<file path="src/core/adcs_defines.svh">
/*
 * Constants of the 8-bit converter sequencer: register indexes, field
 * positions, reset values and timing figures.
 * Assumes it is included by bare name wherever a figure is needed.
 */
`ifndef ADCS_DEFINES_SVH
`define ADCS_DEFINES_SVH

// Clock period of hclk in ns
`define ADCS_CLK_NS 50
// Converter clock is hclk divided by this
`define ADCS_DIV 2
// Converter clock periods per conversion, and of these the sample phase
`define ADCS_CONV_CLKS 12
`define ADCS_SAMPLE_CLKS 3
`define ADCS_SAR_BITS 8
// Stabilisation time after halt wake-up, in ns
`define ADCS_STAB_NS 10000

// Register indexes; byte address is four times the index
`define ADCS_IDX_RESULT 30'h00000070
`define ADCS_IDX_CTRL 30'h00000071
`define ADCS_IDX_IRQ_STAT 30'h00000072
`define ADCS_IDX_IRQ_MASK 30'h00000073

// Control/status field positions
`define ADCS_CTL_DONE 7
`define ADCS_CTL_ON 5
`define ADCS_CTL_CH_HI 3
`define ADCS_CTL_CH_LO 0
`define ADCS_IRQ_DONE 0

// Reset values
`define ADCS_RST_BYTE 8'h00
`define ADCS_RST_WORD 32'h00000000

`endif

</file>
<file path="src/core/adcs_pkg.sv">
/*
 * Types shared by the converter sequencer and its approximation engine.
 * Assumes adcs_defines.svh is on the include path.
 */
`include "adcs_defines.svh"

package adcs_pkg;

	// Sequencer states, Gray along off -> run -> halted -> stab
	typedef enum logic [1:0] {
		ADCS_OFF = 2'b00,
		ADCS_RUN = 2'b01,
		ADCS_HALTED = 2'b11,
		ADCS_STAB = 2'b10
	} adcs_state_e;

	// Signals toward the analog mux and converter core
	typedef struct packed {
		logic power_on;
		logic adc_clk;
		logic sample_en;
		logic [3:0] chan;
		logic [`ADCS_SAR_BITS-1:0] trial;
	} adcs_ana_s;

	// Approximation engine state
	typedef struct packed {
		logic busy;
		logic [4:0] cnt;
		logic [`ADCS_SAR_BITS-1:0] code;
		logic [`ADCS_SAR_BITS-1:0] result;
		logic done;
	} adcs_sar_s;

	// Sequencer state
	typedef struct packed {
		adcs_state_e st;
		logic on;
		logic [3:0] chan;
		logic done_flag;
		logic [`ADCS_SAR_BITS-1:0] result;
		logic irq_stat;
		logic irq_mask;
		logic irq;
		logic [15:0] stab_cnt;
		logic ap_valid;
		logic ap_write;
		logic [29:0] ap_idx;
		logic [31:0] rdata;
	} adcs_top_s;

endpackage : adcs_pkg

</file>
<file path="src/core/adcs_sar.sv">
/*
 * Successive-approximation engine: sample phase, eight trial steps and
 * result hand-off, repeating until aborted.
 * Assumes the comparator output is strobed by the converter clock and so
 * arrives synchronous to hclk, valid one hclk after a trial code appears.
 */
`timescale 1ns/100ps
`include "adcs_defines.svh"

module adcs_sar
	import adcs_pkg::*;
(
	// Clock and reset
	input wire logic hclk,
	input wire logic hresetn,
	// Control from the sequencer
	input wire logic start,
	input wire logic abort,
	input wire logic cmp_hi,
	// Toward the converter core
	output logic sample_en,
	output logic adc_clk,
	output logic [`ADCS_SAR_BITS-1:0] trial,
	// Result
	output logic done,
	output logic [`ADCS_SAR_BITS-1:0] result
);

	localparam logic [4:0] LAST = 5'(`ADCS_CONV_CLKS * `ADCS_DIV - 1);
	localparam logic [4:0] SAMP = 5'(`ADCS_SAMPLE_CLKS * `ADCS_DIV);
	localparam logic [4:0] SET_LO = 5'(`ADCS_SAMPLE_CLKS * `ADCS_DIV - 1);
	localparam logic [4:0] SET_HI = 5'(SET_LO + 2 * (`ADCS_SAR_BITS - 1));
	localparam logic [4:0] DEC_LO = 5'(SET_LO + 2);
	localparam logic [4:0] DEC_HI = 5'(SET_HI + 2);
	localparam logic [2:0] TOP_BIT = 3'(`ADCS_SAR_BITS - 1);

	adcs_sar_s s_ff;
	adcs_sar_s nxt_s;
	logic [4:0] rel_set;
	logic [4:0] rel_dec;

	// Step sequencing; a start overrides an abort in the same cycle
	always_comb begin
		nxt_s = s_ff;
		nxt_s.done = 1'b0;
		rel_set = s_ff.cnt - SET_LO;
		rel_dec = s_ff.cnt - DEC_LO;
		if (start) begin
			nxt_s.busy = 1'b1;
			nxt_s.cnt = 5'h00;
			nxt_s.code = 8'h00;
		end else if (abort) begin
			nxt_s.busy = 1'b0;
			nxt_s.cnt = 5'h00;
			nxt_s.code = 8'h00;
		end else if (s_ff.busy) begin
			if (s_ff.cnt == LAST) begin
				nxt_s.result = s_ff.code; // [RL6]
				nxt_s.done = 1'b1;
				nxt_s.cnt = 5'h00; // Next sample phase follows at once [RL3]
				nxt_s.code = 8'h00;
			end else begin
				nxt_s.cnt = s_ff.cnt + 5'h01;
				// Drop the bit under test when the input lies below the trial [RL14]
				if (s_ff.cnt[0] && s_ff.cnt >= DEC_LO && s_ff.cnt <= DEC_HI && !cmp_hi) begin
					nxt_s.code[TOP_BIT - rel_dec[3:1]] = 1'b0;
				end
				// Raise the next bit to test
				if (s_ff.cnt[0] && s_ff.cnt >= SET_LO && s_ff.cnt <= SET_HI) begin
					nxt_s.code[TOP_BIT - rel_set[3:1]] = 1'b1;
				end
			end
		end
	end

	// State register
	always_ff @(posedge hclk or negedge hresetn) begin
		if (!hresetn) begin
			s_ff <= '0;
		end else begin
			s_ff <= nxt_s;
		end
	end

	// Converter clock runs at half hclk, high in the first half [RL1]
	assign adc_clk = s_ff.busy & ~s_ff.cnt[0];
	// Capacitor is connected only during the sample phase [RL14]
	assign sample_en = s_ff.busy & (s_ff.cnt < SAMP);
	assign trial = s_ff.code;
	assign done = s_ff.done;
	assign result = s_ff.result;

endmodule : adcs_sar

</file>
<file path="src/core/adcs_top.sv">
/*
 * Converter sequencer: AHB-Lite register slave, channel select, on/off and
 * halt control, continuous conversion and completion flag.
 * Assumes a single AHB-Lite master, word transfers only, and a converter
 * core whose comparator output is synchronous to hclk.
 */
// What this block does
// RL1: Converter clock is half of hclk; a conversion lasts twelve converter clocks.
// RL2: Four-bit channel field picks input n for value n, zero to fifteen.
// RL3: Setting the on bit starts conversions, then converts the channel continuously.
// RL4: Each finished conversion sets the done flag in the control/status register.
// RL5: Completion sets a sticky status bit; its interrupt stays off unless software unmasks it.
// RL6: Result register holds each value until the next conversion ends.
// RL7: Control/status write while on aborts, clears done, and restarts conversion.
// RL8: Done clears on result read or control/status write; software cannot set it.
// RL9: Clearing the on bit switches the converter off and stops conversions.
// RL10: Wait mode has no effect; halt disables, wake-up waits a stabilisation time.
// RL11: Software writes zero to reserved control/status bits six and four.
// RL12: Result is eight bits read-only; both registers reset to zero.
// RL13: Analog use of a pin leaves its digital input readable.
// RL14: Sample phase, then eight approximation steps with the capacitor disconnected.
// RL15: Bit six is reserved, not stored, and read as zero.
`timescale 1ns/100ps
`include "adcs_defines.svh"

module adcs_top
	import adcs_pkg::*;
#(
	parameter logic [15:0] STAB_CYCLES = 16'((`ADCS_STAB_NS + `ADCS_CLK_NS - 1) / `ADCS_CLK_NS)
)
(
	// Clock and reset
	input wire logic hclk,
	input wire logic hresetn,
	// AHB-Lite slave
	input wire logic hsel,
	input wire logic [31:0] haddr,
	input wire logic [1:0] htrans,
	input wire logic hwrite,
	input wire logic [2:0] hsize,
	input wire logic [31:0] hwdata,
	input wire logic hready,
	output logic hreadyout,
	output logic hresp,
	output logic [31:0] hrdata,
	// Power management, from same-clock logic
	input wire logic halt_req,
	// Converter core
	input wire logic cmp_hi,
	output adcs_ana_s ana,
	// Port pins keep their digital input path
	output logic [15:0] pin_digital_en,
	// Interrupt
	output logic irq
);

	adcs_top_s s_ff;
	adcs_top_s nxt_s;
	logic sar_start;
	logic sar_abort;
	logic sar_done;
	logic sar_sample;
	logic sar_clk;
	logic [`ADCS_SAR_BITS-1:0] sar_trial;
	logic [`ADCS_SAR_BITS-1:0] sar_result;
	logic wr_ctrl;
	logic rd_result;

	// Approximation engine
	adcs_sar u_sar (
		.hclk(hclk),
		.hresetn(hresetn),
		.start(sar_start),
		.abort(sar_abort),
		.cmp_hi(cmp_hi),
		.sample_en(sar_sample),
		.adc_clk(sar_clk),
		.trial(sar_trial),
		.done(sar_done),
		.result(sar_result)
	);

	// Bus decode, register update, sequencing and read capture
	always_comb begin
		nxt_s = s_ff;
		sar_start = 1'b0;
		sar_abort = 1'b0;
		wr_ctrl = s_ff.ap_valid && s_ff.ap_write && (s_ff.ap_idx == `ADCS_IDX_CTRL);
		rd_result = hsel && htrans[1] && hready && !hwrite && (haddr[31:2] == `ADCS_IDX_RESULT);

		// Address phase is taken when selected with an active transfer and the bus ready
		nxt_s.ap_valid = hsel && htrans[1] && hready;
		nxt_s.ap_write = hwrite;
		nxt_s.ap_idx = haddr[31:2];

		// Data phase writes; only the low byte carries register bits
		if (s_ff.ap_valid && s_ff.ap_write) begin
			case (s_ff.ap_idx)
				`ADCS_IDX_CTRL: begin
					nxt_s.on = hwdata[`ADCS_CTL_ON]; // [RL9]
					nxt_s.chan = hwdata[`ADCS_CTL_CH_HI:`ADCS_CTL_CH_LO]; // [RL2]
					// Bits six and four are not stored at all [RL11] [RL15]
					nxt_s.done_flag = 1'b0; // [RL8]
				end
				`ADCS_IDX_IRQ_STAT: begin
					if (hwdata[`ADCS_IRQ_DONE]) begin
						nxt_s.irq_stat = 1'b0;
					end
				end
				`ADCS_IDX_IRQ_MASK: begin
					nxt_s.irq_mask = hwdata[`ADCS_IRQ_DONE];
				end
				default: begin
					// Result register is read-only; other writes are dropped [RL12]
				end
			endcase
		end

		// Reading the result clears the flag at the address phase [RL8]
		if (rd_result) begin
			nxt_s.done_flag = 1'b0;
		end

		// Sequencer; halt overrides everything and wait mode is not seen here [RL10]
		case (s_ff.st)
			ADCS_OFF: begin
				if (halt_req) begin
					nxt_s.st = ADCS_HALTED;
				end else if (nxt_s.on) begin
					nxt_s.st = ADCS_RUN;
					sar_start = 1'b1; // [RL3]
				end
			end
			ADCS_RUN: begin
				if (halt_req) begin
					nxt_s.st = ADCS_HALTED;
					sar_abort = 1'b1; // [RL10]
				end else if (!nxt_s.on) begin
					nxt_s.st = ADCS_OFF;
					sar_abort = 1'b1; // [RL9]
				end else if (wr_ctrl) begin
					sar_start = 1'b1; // Restart from the sample phase [RL7]
				end
			end
			ADCS_HALTED: begin
				sar_abort = 1'b1;
				if (!halt_req) begin
					nxt_s.st = ADCS_STAB;
					nxt_s.stab_cnt = STAB_CYCLES;
				end
			end
			ADCS_STAB: begin
				// Analog settles before any conversion is trusted [RL10]
				if (halt_req) begin
					nxt_s.st = ADCS_HALTED;
				end else if (s_ff.stab_cnt > 16'h0001) begin
					nxt_s.stab_cnt = s_ff.stab_cnt - 16'h0001;
				end else if (nxt_s.on) begin
					nxt_s.st = ADCS_RUN;
					nxt_s.stab_cnt = 16'h0000;
					sar_start = 1'b1;
				end else begin
					nxt_s.st = ADCS_OFF;
					nxt_s.stab_cnt = 16'h0000;
				end
			end
			default: begin
				nxt_s.st = ADCS_OFF;
				sar_abort = 1'b1;
			end
		endcase

		// Completion sets last, so a clear in the same cycle loses
		if (sar_done && s_ff.st == ADCS_RUN) begin
			nxt_s.result = sar_result; // [RL6]
			nxt_s.done_flag = 1'b1; // [RL4]
			nxt_s.irq_stat = 1'b1;
		end

		// Level interrupt, off unless software unmasks it [RL5]
		nxt_s.irq = nxt_s.irq_stat & nxt_s.irq_mask;

		// Read data is captured at the address phase from the updated values; done is the held flag or a new completion
		nxt_s.rdata = `ADCS_RST_WORD;
		if (nxt_s.ap_valid && !hwrite) begin
			case (haddr[31:2])
				`ADCS_IDX_RESULT: begin
					nxt_s.rdata[`ADCS_SAR_BITS-1:0] = nxt_s.result; // [RL12]
				end
				`ADCS_IDX_CTRL: begin
					// Reserved bits read as zero [RL15]
					nxt_s.rdata[`ADCS_CTL_DONE] = s_ff.done_flag | (sar_done && s_ff.st == ADCS_RUN);
					nxt_s.rdata[`ADCS_CTL_ON] = nxt_s.on;
					nxt_s.rdata[`ADCS_CTL_CH_HI:`ADCS_CTL_CH_LO] = nxt_s.chan;
				end
				`ADCS_IDX_IRQ_STAT: begin
					nxt_s.rdata[`ADCS_IRQ_DONE] = nxt_s.irq_stat;
				end
				`ADCS_IDX_IRQ_MASK: begin
					nxt_s.rdata[`ADCS_IRQ_DONE] = nxt_s.irq_mask;
				end
				default: begin
					nxt_s.rdata = `ADCS_RST_WORD;
				end
			endcase
		end
	end

	// State register; every field resets to zero [RL12]
	always_ff @(posedge hclk or negedge hresetn) begin
		if (!hresetn) begin
			s_ff <= '0;
		end else begin
			s_ff <= nxt_s;
		end
	end

	// Bus answers: zero wait states, always OKAY
	assign hreadyout = 1'b1;
	assign hresp = 1'b0;
	assign hrdata = s_ff.rdata;
	assign irq = s_ff.irq;

	// Analog side; power follows the on bit unless halted
	assign ana.power_on = s_ff.on && (s_ff.st != ADCS_HALTED);
	assign ana.adc_clk = sar_clk; // [RL1]
	assign ana.sample_en = sar_sample;
	assign ana.chan = s_ff.chan; // [RL2]
	assign ana.trial = sar_trial;

	// Digital input buffers are never turned off by analog use [RL13]
	assign pin_digital_en = 16'hFFFF;

endmodule : adcs_top

</file>
<file path="config.mk">
export PLATFORM = sky130hd
export DESIGN_NAME = adcs_top
export DESIGN_NICKNAME = d
export VERILOG_FILES = /design/src/core/adcs_pkg.sv /design/src/core/adcs_sar.sv /design/src/core/adcs_top.sv
export VERILOG_INCLUDE_DIRS = /design/src /design/src/core
export SDC_FILE = /design/constraint.sdc
export NUM_CORES = 1
export LEC_CHECK = 0
export BUFFER_PORTS_ARGS = -buffer_cell sky130_fd_sc_hd__clkbuf_2
export CORE_ASPECT_RATIO = 1.75
export CORE_MARGIN = 4
export CORE_UTILIZATION = 45
export CTS_CLUSTER_DIAMETER = 150
export CTS_CLUSTER_SIZE = 20
export DETAILED_ROUTE_END_ITERATION = 16
export MAX_ROUTING_LAYER = met4
export PLACE_DENSITY = 0.75
export SYNTH_ARGS = -nofsm -noshare
export SYNTH_HDL_FRONTEND = slang
export SYNTH_SLANG_ARGS = --single-unit
</file>
<file path="constraint.sdc">
create_clock -name hclk -period 2.6 [get_ports hclk]
set_input_delay 0 -clock hclk [delete_from_list [all_inputs] [get_ports hclk]]
set_output_delay 0 -clock hclk [all_outputs]
set_load 0.02 [all_outputs]
</file>
==> run metrics <==
nature of the critical path startpoint=flip-flop; Ports=between 100 and 150; CP arrival=around 2.7 ns; Routed WL=roughly 11 mm; clock skew=approximately 0.008 ns; internal power=roughly 2.4 mW; total number of vias=~3.5k; DRC Markers=0; Crit. End Element=flip-flop; crit share post-route=between 90% and 100%; library cells used by synthesis=between 50 and 60; max-cap viol count=0; Final Max Slew Viols=0; Compound-Gate Fraction of Synth Area=approximately 11%; final hold vios=0; DR pass1 iterations=4; hpwl dp=about 7.5 mm; Synth Area per Inst=10.6 µm²; Worst Hold Class=in2reg; commonest non-fill, non-tap cells in the layout=dfrtp_1, clkbuf_2, conb_1; status=completed; First DRT Iteration DRCs=189; Setup Fix Bufs, Post-CTS=0; Sw Ratio=a little over a quarter; antenna viol nets, final=0; H-tree depth=3; CTS tree=built; adder-cell share of the synthesized area=under 10%; CTS Buf Count=9; root buf cell=clkbuf_16; global-route wire length before repair=between 15 and 20 mm; final setup violation count=0; post-synthesis sequential area ratio=about half; Cell Chain, Critical Path=or4_1 > nor4_4 > nand4_4 > mux2i_4 > a21oi_4 > mux2_4; Clock Latency Late Sink=0.34 ns; vias in the first global route=between 3k and 4k; P per Cell Area=just under 600 nW/µm²; R2R cell count=6; Logic pwr share=10.4%; most common cell after layout, fill and taps aside=dfrtp_1; gpl congestion=0.879; Clock Sinks=98; share of cells above drive strength 1=between 20% and 30%; NumNets Final=slightly above 600; Psw=~0.86 mW; Area growth syn-to-layout=17.9%; fmax=~400 MHz; Initial Utilization=46.2%; n_diodes=0; EDFF count, synth=0; Critical Path RT=2.83 ns; critical path peak fanout=9; CORE AREA=roughly 10,000 µm²; DR vias/cell=5.20; clk buf depth=2; number of port buffers=66; Total Routing Usage GR=18.3%; slowest stage delay, CP=0.58 ns; xor and xnor area share after synthesis=0.916%; mux share of post-synthesis cell area=under 10%; num rows=just under 50; Mapped Cells=453; worst reg2reg setup slack=around 0.11 ns; Max VDD drop=about 0.57 mV; setup TNS=0 ns; Worst-path clk slew=~0.07 ns; post-synth top area share=51.3%; Tmin final=around 2.5 ns; Placement Cell Area=4940 µm²; top cells by area, synth=dfrtp_1, buf_4, o21ai_0; die extent in x=roughly 86 µm; Slew HR=between 40% and 50%; Slew @ Worst Pin=between 0.7 and 0.8 ns; Synth Warn #=0; Simple-Gate Fraction of Synth Area=between 10% and 20%; final instance area=about 5600 µm²; initial antenna violation count=0; Crit Path Category=reg2reg; Clock power frac=approximately two fifths; CP max-delay cell=or4_1; asr flop ratio synth=100%; worst hold stages=4; Top Family by Delay on Critical Path=simple AND/OR/NAND/NOR gates; wire length per cell=approximately 16 µm; most used flip-flop cell after synthesis=dfrtp_1; WP depth=6; global route total overflow=0; largest family of logic cells by synthesized area=simple AND/OR/NAND/NOR gates; Static Leakage=around 2.6 nW; Die Footprint=between 10,000 and 15,000 µm²; top cell type by total area after synthesis=dfrtp_1; CP bufs+invs=0; Seq pwr share=about 50%; unrepaired setup endpoints after global routing=false; largest net degree at the start of global routing=54; die height=about 140 µm; number of synthesized register bits=98; mapped cell area=4780 µm²
[routing by layer]
layer | routed length (µm) | up-vias | part of all wire, % | track usage [%]
li1 | - | 1659 | - | -
met1 | 3920 | 1705 | 37 | 19.4
met2 | 5870 | 110 | 56 | 33.3
met3 | 522 | 16 | 5.0 | 2.85
met4 | 201 | 0 | 1.9 | 7.51
met5 | 0 | - | 0 | -
[synth_stat cells (all sizes together) (4+ instances only)]
cell type / count
o21ai: 37
nand4: 6
nor3: 7
nand2: 36
nand3: 10
inv: 11
nor2: 32
xnor2: 4
nor4: 13
mux2: 20
a21oi: 20
or4: 6
nor2b: 8
o211ai: 5
buf: 65
ha: 5
dfrtp: 98
nand2b: 5
clkbuf: 12
mux2i: 6
o311ai: 4
o31ai: 5
[stage by stage]
step / cells / setup slack [ns] / utilization, % / hold slack, ns / power [mW]
floorplan: 493 / 0.248 / - / -0.296 / 1.89
global placement: 616 / 0.173 / 47.7 / 0.0530 / 1.94
detailed placement: 616 / 0.0878 / 47.7 / 0.0588 / 1.95
CTS: 671 / 0.0834 / 54.3 / 0.0624 / 3.29
global route: 671 / 0.0207 / 54.4 / 0.0912 / 3.41
finish: 671 / 0.108 / 54.4 / 0.0801 / 3.27
[state kept, by name, summed over array words and instances (netlist names)]
signal        cells
s_ff             62
hrdata            8
u_sar.result      8
u_sar.trial       8
u_sar.s_ff        6
ana               4
irq               1
u_sar.done        1
[power by group through the flow]
stage | logic, mW | clock network [mW] | registers (mW)
final | 0.341 | 1.29 | 1.64
after global routing | 0.386 | 1.38 | 1.64
after CTS | 0.338 | 1.31 | 1.63
after detailed placement | 0.289 | 0 | 1.66
after global placement | 0.281 | 0 | 1.66
after floorplan | 0.237 | 0 | 1.65
[worst paths after layout]
kind                       startpoint         endpoint
min in group asynchronous     hresetn          ana[10]
setup reg to reg             s_ff[48]  u_sar.result[5]
setup / recovery             s_ff[48]  u_sar.result[5]
hold / removal              hwdata[5]         s_ff[96]
max in group asynchronous     hresetn       u_sar.done
hold reg to reg              s_ff[90]         s_ff[90]
[area by class of cell]
class	count	area [µm²]
clock buffer	10	239
clock inverter	6	56.3
multi-input combinational	307	1920
fill	850	4720
tap	127	159
timing repair buffer	112	776
sequential	98	2450
inverter	11	41.3
[worst register-to-register path, stage by stage (launching register included)]
cell,delay [ns]
dfrtp_1,0.37
or4_1,0.58
nor4_4,0.31
nand4_4,0.17
mux2i_4,0.23
a21oi_4,0.38
mux2_4,0.34
[logic make-up after synthesis]
kind of cell             Yosys count
flip-flops                        98
other                              2
AND/OR/NAND/NOR                  142
multiplexers                      26
XOR/XNOR                           5
buffers and inverters             88
AO/OA/AOI/OAI                     87
adder cells (fa/ha/maj)            5
[what timing repair did]
| action | in CTS | in global routing |
|---|---|---|
| endpoints found under the setup margin | 0 | 3 |
| gates resized for setup | 0 | 2 |
| hold buffers | 39 | 0 |
| hold endpoints to repair | 89 | 0 |
Note: power is estimated with default switching activity, not from simulation.
